==> config.mk <==
export PLATFORM = sky130hd
export DESIGN_NAME = mac_address_hash_filter_regs
export DESIGN_NICKNAME = d
export VERILOG_FILES = /design/src/include/mac_filter_pkg.sv /design/src/verilog/mac_address_hash_filter_regs.sv /design/src/verilog/mac_hash_index.sv /design/src/verilog/mac_eeprom_loader.sv
export VERILOG_INCLUDE_DIRS = /design/src /design/src/include
export SDC_FILE = /design/constraint.sdc
export NUM_CORES = 1
export LEC_CHECK = 0
export ABC_CLOCK_PERIOD_IN_PS = 9230
export BUFFER_PORTS_ARGS = -buffer_cell sky130_fd_sc_hd__buf_2
export CAP_MARGIN = 20
export CORE_MARGIN = 10
export CORE_UTILIZATION = 61
export CTS_CLUSTER_DIAMETER = 40
export DETAILED_ROUTE_END_ITERATION = 8
export PLACE_DENSITY = 0.92
export SYNTH_ARGS = -nofsm -noshare
export SYNTH_HDL_FRONTEND = slang
export SYNTH_SLANG_ARGS = --single-unit
==> constraint.sdc <==
create_clock -name CLK_IN -period 9.23 [get_ports CLK_IN]
set_input_delay 0.923 -clock CLK_IN [delete_from_list [all_inputs] [get_ports CLK_IN]]
set_output_delay 0.923 -clock CLK_IN [all_outputs]
set_load 0.01 [all_outputs]
==> src/include/mac_filter_map.svh <==
// Behaviour
// - Address-high holds address bits 47:32 in bits 15:0; bits 31:16 read zero.
// - Address-low holds address bits 31:0 in all 32 bits.
// - At power-on load both address registers from EEPROM only if programmed.
// - EEPROM byte 0x05 to high bits 7:0, byte 0x06 to high 15:8.
// - EEPROM bytes 0x01..0x04 fill low bytes ascending, 0x01 into bits 7:0.
// - Wire octet one is low bits 7:0, octets five and six from high register.
// - Most significant written octet is sent and received first on the medium.
// - Address undefined until load ends; host writes only after initialization.
// - Six-bit hash index; top bit picks table register, five bits pick bit.
// - Index zero selects low table bit 0; all ones selects high bit 31.
// - Accept multicast when selected table bit is one, reject when zero.
// - Pass-all-multicast set accepts every multicast, ignoring the table.
// - Upper table register holds bits 63:32, lower bits 31:0, both read/write.
`ifndef MAC_FILTER_MAP_SVH
`define MAC_FILTER_MAP_SVH
// ==========================================================================
// Register map (printed offsets are word indices)
`define REG_IDX_ADDR_HIGH   6'h02
`define REG_IDX_ADDR_LOW    6'h03
`define REG_IDX_TABLE_UPPER 6'h04
`define REG_IDX_TABLE_LOWER 6'h05
`define REG_IDX_CONTROL     6'h09
`define RST_ADDR_HIGH       32'h00000FFF
`define RST_ADDR_LOW        32'h0FFFFFFF
`define RST_TABLE           32'h00000000
`define ADDR_HIGH_MASK      32'h0000FFFF
// Control register fields
`define CTL_PASS_ALL_BIT    0
`define CTL_INIT_DONE_BIT   8
// EEPROM byte addresses
`define EE_FIRST_BYTE       8'h01
`define EE_LAST_BYTE        8'h06
`define EE_HIGH_FIRST       8'h05
// CRC and AXI response codes
`define CRC_INIT            32'hFFFFFFFF
`define CRC_POLY            32'hEDB88320
`define RESP_OKAY           2'b00
`define RESP_SLVERR         2'b10
`endif

==> src/include/mac_filter_pkg.sv <==
package mac_filter_pkg;
    typedef struct packed {
        logic [7:0] addr;
        logic       valid;
    } ee_req_type;
    typedef struct packed {
        logic [7:0] data;
        logic       valid;
    } ee_rsp_type;
    typedef struct packed {
        logic [47:0] dest;
        logic        valid;
    } frame_dst_type;
    typedef enum logic [1:0] {
        LOAD_IDLE = 2'b00,
        LOAD_REQ  = 2'b01,
        LOAD_WAIT = 2'b10,
        LOAD_DONE = 2'b11
    } load_state_type;
endpackage : mac_filter_pkg

==> src/verilog/mac_address_hash_filter_regs.sv <==
// Implementation choice: register access over AXI4-Lite.
`timescale 1ns/100ps
`default_nettype none
`include "mac_filter_map.svh"
module mac_address_hash_filter_regs
    import mac_filter_pkg::*;
(
    input  wire logic                          CLK_IN,
    input  wire logic                          RST_N_IN,
    // AXI4-Lite slave
    input  wire logic      [7:0]               S_AXI_AWADDR_IN,
    input  wire logic                          S_AXI_AWVALID_IN,
    output logic                               S_AXI_AWREADY_OUT,
    input  wire logic      [31:0]              S_AXI_WDATA_IN,
    input  wire logic      [3:0]               S_AXI_WSTRB_IN,
    input  wire logic                          S_AXI_WVALID_IN,
    output logic                               S_AXI_WREADY_OUT,
    output logic      [1:0]                    S_AXI_BRESP_OUT,
    output logic                               S_AXI_BVALID_OUT,
    input  wire logic                          S_AXI_BREADY_IN,
    input  wire logic      [7:0]               S_AXI_ARADDR_IN,
    input  wire logic                          S_AXI_ARVALID_IN,
    output logic                               S_AXI_ARREADY_OUT,
    output logic      [31:0]                   S_AXI_RDATA_OUT,
    output logic      [1:0]                    S_AXI_RRESP_OUT,
    output logic                               S_AXI_RVALID_OUT,
    input  wire logic                          S_AXI_RREADY_IN,
    // EEPROM controller side
    input  wire logic                          EE_PRESENT_IN,
    output mac_filter_pkg::ee_req_type         EE_REQ_OUT,
    input  wire mac_filter_pkg::ee_rsp_type    EE_RSP_IN,
    // Receive filter side
    input  wire mac_filter_pkg::frame_dst_type RX_DST_IN,
    output logic                               RX_DECIDED_OUT,
    output logic                               RX_ACCEPT_OUT,
    output logic                               RX_IS_MCAST_OUT,
    output logic      [47:0]                   STATION_ADDR_OUT,
    output logic      [47:0]                   STATION_WIRE_OUT
);
    // ======================================================================
    // Storage
    logic [31:0] station_address_high_ff, nxt_station_address_high;
    logic [31:0] station_address_low_ff,  nxt_station_address_low;
    logic [31:0] multicast_table_upper_ff, nxt_multicast_table_upper;
    logic [31:0] multicast_table_lower_ff, nxt_multicast_table_lower;
    logic        pass_all_multicast_ff,   nxt_pass_all_multicast;

    function automatic logic [31:0] apply_strb(input logic [31:0] old_v,
                                               input logic [31:0] new_v,
                                               input logic [3:0]  strb);
        logic [31:0] r;
        r = old_v;
        for (int b = 0; b < 4; b++) begin
            if (strb[b]) begin
                r[b*8 +: 8] = new_v[b*8 +: 8];
            end
        end
        return r;
    endfunction : apply_strb

    function automatic logic [5:0] word_index(input logic [7:0] byte_addr);
        return byte_addr[7:2];
    endfunction : word_index

    // ======================================================================
    // EEPROM preload
    logic       ld_wr;
    logic [7:0] ld_addr;
    logic [7:0] ld_data;
    logic       init_done;

    mac_eeprom_loader u_loader (
        .clk_in           (CLK_IN),
        .rst_n_in         (RST_N_IN),
        .ee_present_in    (EE_PRESENT_IN),
        .ee_req_out       (EE_REQ_OUT),
        .ee_rsp_in        (EE_RSP_IN),
        .wr_out           (ld_wr),
        .wr_byte_addr_out (ld_addr),
        .wr_data_out      (ld_data),
        .done_out         (init_done)
    );

    // Byte lanes for the loader: 0x01..0x04 go low, 0x05..0x06 go high
    wire        ld_high  = (ld_addr >= `EE_HIGH_FIRST);
    wire [7:0]  ld_off   = ld_high ? (ld_addr - `EE_HIGH_FIRST) : (ld_addr - `EE_FIRST_BYTE);
    wire [3:0]  ld_strb  = 4'h1 << ld_off[1:0];
    wire [31:0] ld_word  = {4{ld_data}};

    // ======================================================================
    // AXI4-Lite write channel
    logic        aw_held_ff, nxt_aw_held;
    logic        w_held_ff,  nxt_w_held;
    logic [7:0]  aw_addr_ff, nxt_aw_addr;
    logic [31:0] w_data_ff,  nxt_w_data;
    logic [3:0]  w_strb_ff,  nxt_w_strb;
    logic        bvalid_ff,  nxt_bvalid;
    logic [1:0]  bresp_ff,   nxt_bresp;

    assign S_AXI_AWREADY_OUT = !aw_held_ff && !bvalid_ff;
    assign S_AXI_WREADY_OUT  = !w_held_ff && !bvalid_ff;
    wire aw_fire = S_AXI_AWVALID_IN && S_AXI_AWREADY_OUT;
    wire w_fire  = S_AXI_WVALID_IN && S_AXI_WREADY_OUT;

    wire        wr_go  = aw_held_ff && w_held_ff;
    assign nxt_aw_held = (aw_held_ff || aw_fire) && !wr_go;
    assign nxt_w_held  = (w_held_ff || w_fire) && !wr_go;
    assign nxt_aw_addr = aw_fire ? S_AXI_AWADDR_IN : aw_addr_ff;
    assign nxt_w_data  = w_fire ? S_AXI_WDATA_IN : w_data_ff;
    assign nxt_w_strb  = w_fire ? S_AXI_WSTRB_IN : w_strb_ff;

    wire [5:0]  wr_idx = word_index(aw_addr_ff);
    // Address writes refused until init so the load cannot be torn
    wire        wr_ok  = init_done;
    wire        hit_ah = wr_go && wr_ok && (wr_idx == `REG_IDX_ADDR_HIGH);
    wire        hit_al = wr_go && wr_ok && (wr_idx == `REG_IDX_ADDR_LOW);
    wire        hit_tu = wr_go && (wr_idx == `REG_IDX_TABLE_UPPER);
    wire        hit_tl = wr_go && (wr_idx == `REG_IDX_TABLE_LOWER);
    wire        hit_ct = wr_go && (wr_idx == `REG_IDX_CONTROL);
    wire        wr_map = hit_ah || hit_al || hit_tu || hit_tl || hit_ct;

    assign nxt_bvalid = wr_go || (bvalid_ff && !S_AXI_BREADY_IN);
    assign nxt_bresp  = wr_go ? (wr_map ? `RESP_OKAY : `RESP_SLVERR) : bresp_ff;
    assign S_AXI_BVALID_OUT = bvalid_ff;
    assign S_AXI_BRESP_OUT  = bresp_ff;

    // ======================================================================
    // Register updates
    assign nxt_station_address_high =
        (ld_wr && ld_high)  ? apply_strb(station_address_high_ff, ld_word, ld_strb)
                                  & `ADDR_HIGH_MASK :
        hit_ah              ? apply_strb(station_address_high_ff, w_data_ff, w_strb_ff)
                                  & `ADDR_HIGH_MASK :
                              station_address_high_ff;
    assign nxt_station_address_low =
        (ld_wr && !ld_high) ? apply_strb(station_address_low_ff, ld_word, ld_strb) :
        hit_al              ? apply_strb(station_address_low_ff, w_data_ff, w_strb_ff) :
                              station_address_low_ff;
    assign nxt_multicast_table_upper = hit_tu ?
        apply_strb(multicast_table_upper_ff, w_data_ff, w_strb_ff) : multicast_table_upper_ff;
    assign nxt_multicast_table_lower = hit_tl ?
        apply_strb(multicast_table_lower_ff, w_data_ff, w_strb_ff) : multicast_table_lower_ff;
    assign nxt_pass_all_multicast = (hit_ct && w_strb_ff[0]) ?
        w_data_ff[`CTL_PASS_ALL_BIT] : pass_all_multicast_ff;

    // ======================================================================
    // AXI4-Lite read channel
    logic        rvalid_ff, nxt_rvalid;
    logic [31:0] rdata_ff,  nxt_rdata;
    logic [1:0]  rresp_ff,  nxt_rresp;

    assign S_AXI_ARREADY_OUT = !rvalid_ff;
    wire        ar_fire = S_AXI_ARVALID_IN && S_AXI_ARREADY_OUT;
    wire [5:0]  rd_idx  = word_index(S_AXI_ARADDR_IN);
    wire [31:0] ctl_rd  = ({31'h0, pass_all_multicast_ff} << `CTL_PASS_ALL_BIT) |
                          ({31'h0, init_done} << `CTL_INIT_DONE_BIT);
    wire        rd_map  = (rd_idx == `REG_IDX_ADDR_HIGH) || (rd_idx == `REG_IDX_ADDR_LOW) ||
                          (rd_idx == `REG_IDX_TABLE_UPPER) || (rd_idx == `REG_IDX_TABLE_LOWER) ||
                          (rd_idx == `REG_IDX_CONTROL);
    wire [31:0] rd_mux  =
        (rd_idx == `REG_IDX_ADDR_HIGH)   ? (station_address_high_ff & `ADDR_HIGH_MASK) :
        (rd_idx == `REG_IDX_ADDR_LOW)    ? station_address_low_ff :
        (rd_idx == `REG_IDX_TABLE_UPPER) ? multicast_table_upper_ff :
        (rd_idx == `REG_IDX_TABLE_LOWER) ? multicast_table_lower_ff :
        (rd_idx == `REG_IDX_CONTROL)     ? ctl_rd : 32'h00000000;

    assign nxt_rvalid = ar_fire || (rvalid_ff && !S_AXI_RREADY_IN);
    assign nxt_rdata  = ar_fire ? rd_mux : rdata_ff;
    assign nxt_rresp  = ar_fire ? (rd_map ? `RESP_OKAY : `RESP_SLVERR) : rresp_ff;
    assign S_AXI_RVALID_OUT = rvalid_ff;
    assign S_AXI_RDATA_OUT  = rdata_ff;
    assign S_AXI_RRESP_OUT  = rresp_ff;

    // ======================================================================
    // Address presentation
    wire [47:0] station = {station_address_high_ff[15:0], station_address_low_ff};
    // Octet n sits at bits 8n-1:8n-8, octet one (most significant written) first
    assign STATION_ADDR_OUT = station;

    // ======================================================================
    // Multicast filter
    logic [5:0] hash_idx;
    mac_hash_index u_hash (
        .dest_in   (RX_DST_IN.dest),
        .index_out (hash_idx)
    );
    wire        hash_bit  = hash_idx[5] ? multicast_table_upper_ff[hash_idx[4:0]]
                                        : multicast_table_lower_ff[hash_idx[4:0]];
    // Group bit is the LSB of octet one, the first bit on the wire
    wire        is_mcast  = RX_DST_IN.dest[0];
    wire        unicast_hit = (RX_DST_IN.dest == station);
    wire        accept    = is_mcast ? (pass_all_multicast_ff || hash_bit)
                                     : unicast_hit;

    logic        decided_ff, accept_ff, mcast_ff;
    logic [47:0] wire_ff;

    // ======================================================================
    // Flops
    always_ff @(posedge CLK_IN) begin
        if (!RST_N_IN) begin
            station_address_high_ff  <= `RST_ADDR_HIGH;
            station_address_low_ff   <= `RST_ADDR_LOW;
            multicast_table_upper_ff <= `RST_TABLE;
            multicast_table_lower_ff <= `RST_TABLE;
            pass_all_multicast_ff    <= 1'b0;
        end else begin
            station_address_high_ff  <= nxt_station_address_high;
            station_address_low_ff   <= nxt_station_address_low;
            multicast_table_upper_ff <= nxt_multicast_table_upper;
            multicast_table_lower_ff <= nxt_multicast_table_lower;
            pass_all_multicast_ff    <= nxt_pass_all_multicast;
        end
    end

    always_ff @(posedge CLK_IN) begin
        if (!RST_N_IN) begin
            aw_held_ff <= 1'b0;
            w_held_ff  <= 1'b0;
            bvalid_ff  <= 1'b0;
            rvalid_ff  <= 1'b0;
        end else begin
            aw_held_ff <= nxt_aw_held;
            w_held_ff  <= nxt_w_held;
            bvalid_ff  <= nxt_bvalid;
            rvalid_ff  <= nxt_rvalid;
        end
    end

    always_ff @(posedge CLK_IN) begin
        if (!RST_N_IN) begin
            aw_addr_ff <= 8'h00;
            w_data_ff  <= 32'h00000000;
            w_strb_ff  <= 4'h0;
            bresp_ff   <= `RESP_OKAY;
            rdata_ff   <= 32'h00000000;
            rresp_ff   <= `RESP_OKAY;
        end else begin
            aw_addr_ff <= nxt_aw_addr;
            w_data_ff  <= nxt_w_data;
            w_strb_ff  <= nxt_w_strb;
            bresp_ff   <= nxt_bresp;
            rdata_ff   <= nxt_rdata;
            rresp_ff   <= nxt_rresp;
        end
    end

    always_ff @(posedge CLK_IN) begin
        if (!RST_N_IN) begin
            decided_ff <= 1'b0;
            accept_ff  <= 1'b0;
            mcast_ff   <= 1'b0;
            wire_ff    <= 48'h000000000000;
        end else begin
            decided_ff <= RX_DST_IN.valid;
            accept_ff  <= RX_DST_IN.valid && accept;
            mcast_ff   <= RX_DST_IN.valid && is_mcast;
            wire_ff    <= station;
        end
    end

    assign RX_DECIDED_OUT   = decided_ff;
    assign RX_ACCEPT_OUT    = accept_ff;
    assign RX_IS_MCAST_OUT  = mcast_ff;
    assign STATION_WIRE_OUT = wire_ff;
endmodule : mac_address_hash_filter_regs
`default_nettype wire

==> src/verilog/mac_hash_index.sv <==
`timescale 1ns/100ps
`default_nettype none
`include "mac_filter_map.svh"
module mac_hash_index (
    input  wire logic [47:0] dest_in,
    output logic      [5:0]  index_out
);
    // Reflected CRC-32, octet one first, LSB first on the wire
    function automatic logic [31:0] crc_byte(input logic [31:0] c, input logic [7:0] d);
        logic [31:0] r;
        r = c;
        for (int i = 0; i < 8; i++) begin
            r = (r[0] ^ d[i]) ? ((r >> 1) ^ `CRC_POLY) : (r >> 1);
        end
        return r;
    endfunction : crc_byte

    logic [31:0] crc_chain [0:6];
    assign crc_chain[0] = `CRC_INIT;
    for (genvar g = 0; g < 6; g++) begin : g_oct
        assign crc_chain[g+1] = crc_byte(crc_chain[g], dest_in[g*8 +: 8]);
    end
    // Low six bits of the final reflected CRC, bit order reversed
    wire [31:0] crc_fin = ~crc_chain[6];
    assign index_out = {crc_fin[0], crc_fin[1], crc_fin[2],
                        crc_fin[3], crc_fin[4], crc_fin[5]};
endmodule : mac_hash_index
`default_nettype wire

==> src/verilog/mac_eeprom_loader.sv <==
`timescale 1ns/100ps
`default_nettype none
`include "mac_filter_map.svh"
module mac_eeprom_loader
    import mac_filter_pkg::*;
(
    input  wire logic                       clk_in,
    input  wire logic                       rst_n_in,
    input  wire logic                       ee_present_in,
    output mac_filter_pkg::ee_req_type      ee_req_out,
    input  wire mac_filter_pkg::ee_rsp_type ee_rsp_in,
    output logic                            wr_out,
    output logic      [7:0]                 wr_byte_addr_out,
    output logic      [7:0]                 wr_data_out,
    output logic                            done_out
);
    load_state_type state_ff, nxt_state;
    logic [7:0]     addr_ff,  nxt_addr;

    wire last = (addr_ff == `EE_LAST_BYTE);
    always_comb begin
        nxt_state = state_ff;
        nxt_addr  = addr_ff;
        unique case (state_ff)
            LOAD_IDLE: nxt_state = ee_present_in ? LOAD_REQ : LOAD_DONE;
            LOAD_REQ:  nxt_state = LOAD_WAIT;
            LOAD_WAIT: if (ee_rsp_in.valid) begin
                nxt_state = last ? LOAD_DONE : LOAD_REQ;
                nxt_addr  = addr_ff + 8'h01;
            end
            LOAD_DONE: nxt_state = LOAD_DONE;
        endcase
    end
    always_ff @(posedge clk_in) begin
        if (!rst_n_in) begin
            state_ff <= LOAD_IDLE;
            addr_ff  <= `EE_FIRST_BYTE;
        end else begin
            state_ff <= nxt_state;
            addr_ff  <= nxt_addr;
        end
    end
    assign ee_req_out.valid  = (state_ff == LOAD_REQ);
    assign ee_req_out.addr   = addr_ff;
    assign wr_out            = (state_ff == LOAD_WAIT) && ee_rsp_in.valid;
    assign wr_byte_addr_out  = addr_ff;
    assign wr_data_out       = ee_rsp_in.data;
    assign done_out          = (state_ff == LOAD_DONE);
endmodule : mac_eeprom_loader
`default_nettype wire

==> impl_results.md <==
- Top delay family on crit path: XOR/XNOR gates
- Final Core Density: 72.64%
- DRC: 0
- Slowest Stage Delay on Critical Path: 0.63 ns
- I/O pin count: 267
- Outcome: finished, final reports clean
- Post-synth top flop: dfxtp_1
- Via density: 6.105
- Synth Area in Adders: 0.4332%
- DR WL/cell: 24.16 um
- Reg-to-Reg End: station_address_low_ff[24]
- Row count: 56
- Startpoint types: input pin
- Synthesis-to-layout area growth: 17.72%
- Synth cell types: 64
- DRT iter0 DRCs: 1546
- First-pass GRT wire length: 75.31 mm
- WP buf/inv: 1
- Routed Antenna Nets: 0
- Simple-Gate Fraction of Synth Area: 15.59%
- Seq/Total Area, Yosys: a little over a third
- Compound-gate portion of the synthesized area: 16.31%
- CTS tree: done
- Post-CTS Setup Inserts: 0
- FF-to-FF setup slack: 6.34 ns
- Final Max Slew Viols: 0
- Reg2reg path depth: 10
- Dpl hpwl: ~37 mm
- Area leader, netlist: dfxtp_1
- Most frequent cell after synthesis: dfxtp_1
- CP endpoint: RX_ACCEPT_OUT
- Core Region: about 23000 um^2
- Critical path class: in -> reg
- Largest family of logic cells by synthesized area: XOR/XNOR gates
- EDFF count, synth: 0
- ANT cells: 0
- Largest net degree at the start of global routing: roughly 130
- H-tree depth: 2
- Gr ovfl total: 0
- Final nets: 1858
- Share of flip-flops with an asynchronous set or reset: 0%
- Slew Limit Headroom: 26.58%
- Critical Path RT: 9.62 ns
- # resized after CTS: 0
- Die H: 173.9 um
- CTS root buf: clkbuf_16
- Final setup skew: between 0.02 and 0.025 ns
- Synthesis-stage register bit count: 254
- Cells along the critical path: buf_2 > xnor3_2 > xnor3_2 > xor2_2 > xnor3_1 > xnor2_2 > xnor2_1 > xnor3_2 > xnor2_4 > mux4_2 > a22oi_1 > a21oi_1 > o311a_1 > a211o_1
- Clock Pin Slew Worst Setup and Hold Paths: approximately 0.050 ns
- Setup TNS: 0 ns
- Starting density of the core: 61.71%
- Hold_buf cts: 0
- Inserted Clock Buffers: 34
- HP Class: reg -> reg
- Routed wire length: 50.18 mm
- Die width: 173.9 um
- Mux contribution to synthesized area: 6.403%
- Hold Vio Cnt, Final: 0
- Vias in the first global route: 12287
- CP startpoint: RX_DST_IN[2]
- Top cells by area, synth: dfxtp_1 (35%), xnor2_1 (8.1%), nand2_1 (5.8%), a21boi_0 (5.4%), mux2i_1 (4.5%)
- Via count: 12681
- Critical path arrival: 6.13 ns
- RSZ-0062 raised after global routing: false
- Max Clk Rate: between 150 and 200 MHz
- Synthesized cell area: roughly 14000 um^2
- Crit-path most repeated cell: xnor3_2
- Worst-margin pin slew: 1.091 ns
- Crit end category: flop
- Area share of the largest cell type after synthesis: roughly a third
- Antenna violations before repair: 0
- Port Buffers: 260
- Final min period: 5.742 ns
- Routability cong.: 1.064
- Hold Slack: 0.4725 ns
- Max Buffers Root-to-Sink: 3
- Clock latency on the worst-skew pair: 0.52 ns
- Die area: 30230 um^2
- # setup viols final: 0
- Synth Area in XOR/XNOR: 22.62%
- Gr usage total: a little under a third
- Max_cap viols: 0
- Crit-path slowest cell: xnor3_2
- Synth Area per Inst: 9.482 um^2
- Syn Inst Count: about 1500
- R2r startpoint: u_loader.wr_byte_addr_out[1]
- CP max FO: 11
- Post-synth top cells: dfxtp_1 (254), nand2_1 (223), xnor2_1 (133)
- Drt pass-1 iters: 6
- Sink Count: 254
- Share of cells above drive strength 1: approximately 22%
- WP depth: 14
- Final Cycle Share: 62.21%
- Ys Warns: 0
==> stage by stage <==
stage | worst slack [ns] | cells | instance area [um^2]
2_1_floorplan | 3.848 | 1524 | 14450
3_3_place_gp | 2.983 | 2015 | 15810
3_5_place_dp | 2.970 | 2016 | 15840
4_1_cts | 3.476 | 2075 | 16980
5_1_grt | 3.231 | 2077 | 17000
6_report | 3.488 | 2077 | 17000
==> tightest hold or removal path: cells and delay by family, from the launching register on <==
kind	cells	cell delay, ns
AOI/OAI and AO/OA	1	0.07
DFF	1	0.31
and+or+nand+nor	1	0.05
==> area by class of cell <==
class,instances,area [um^2]
multi-input cells,1156,8892
fillers,1770,6402
flip-flops and latches,254,5085
repair buffers,272,1421
clock buffers,42,920.9
well taps,319,399.1
clock inverters,17,217.7
inverters,17,63.81
==> worst min path at each step <==
stage	startpoint	to	depth (start not counted)
final	multicast_table_lower_ff[16]	multicast_table_lower_ff[16]	2
after global routing	multicast_table_lower_ff[16]	multicast_table_lower_ff[16]	2
after CTS	multicast_table_lower_ff[16]	multicast_table_lower_ff[16]	2
after detailed placement	multicast_table_lower_ff[16]	multicast_table_lower_ff[16]	2
after global placement	multicast_table_lower_ff[16]	multicast_table_lower_ff[16]	2
after floorplan	multicast_table_lower_ff[16]	multicast_table_lower_ff[16]	2
==> cells by family after synthesis <==
group,after synthesis
multiplexers,77
AO/OA/AOI/OAI,323
XOR/XNOR,269
AND/OR/NAND/NOR,480
buffers and inverters,114
flip-flops,254
adder cells (fa/ha/maj),5
other,1
==> layer usage <==
metal | vias to the layer above | GRT usage (%) | wire (um)
met2 | 770 | 50.28 | 22570
li1 | 5746 | - | -
met1 | 5990 | 39.16 | 19300
met5 | - | 0 | 0
met3 | 175 | 8.647 | 5455
met4 | 0 | 16.92 | 2856
==> registers in the layout, summed over array words and instances, names as in the netlist, 4 cells and up <==
name and cells:
STATION_WIRE_OUT 48, multicast_table_upper_ff 32, station_address_high_ff 16, S_AXI_RDATA_OUT 32, w_data_ff 32, w_strb_ff 4
station_address_low_ff 32, aw_addr_ff 6, multicast_table_lower_ff 32, u_loader.wr_byte_addr_out 8
==> cells in the final DEF, fill, tap and decap left out, types with 14 or more instances in the layout <==
master and instances:
buf_2 259, dfxtp_1 254, nand2_1 223, xnor2_1 132, a21boi_0 103, nand3_1 73
mux2i_1 65, and2_1 64, xor2_1 62, o21ai_0 51, nor2_1 48, o211a_1 40
clkbuf_16 34, xnor3_1 28, o22ai_1 25, a21oi_1 25, xnor2_2 21, a22oi_1 19
o221ai_1 19, inv_1 17, a22o_1 14
Power is not shown: default switching activity piles up to over one toggle a cycle in this logic, so the estimate is an artifact.
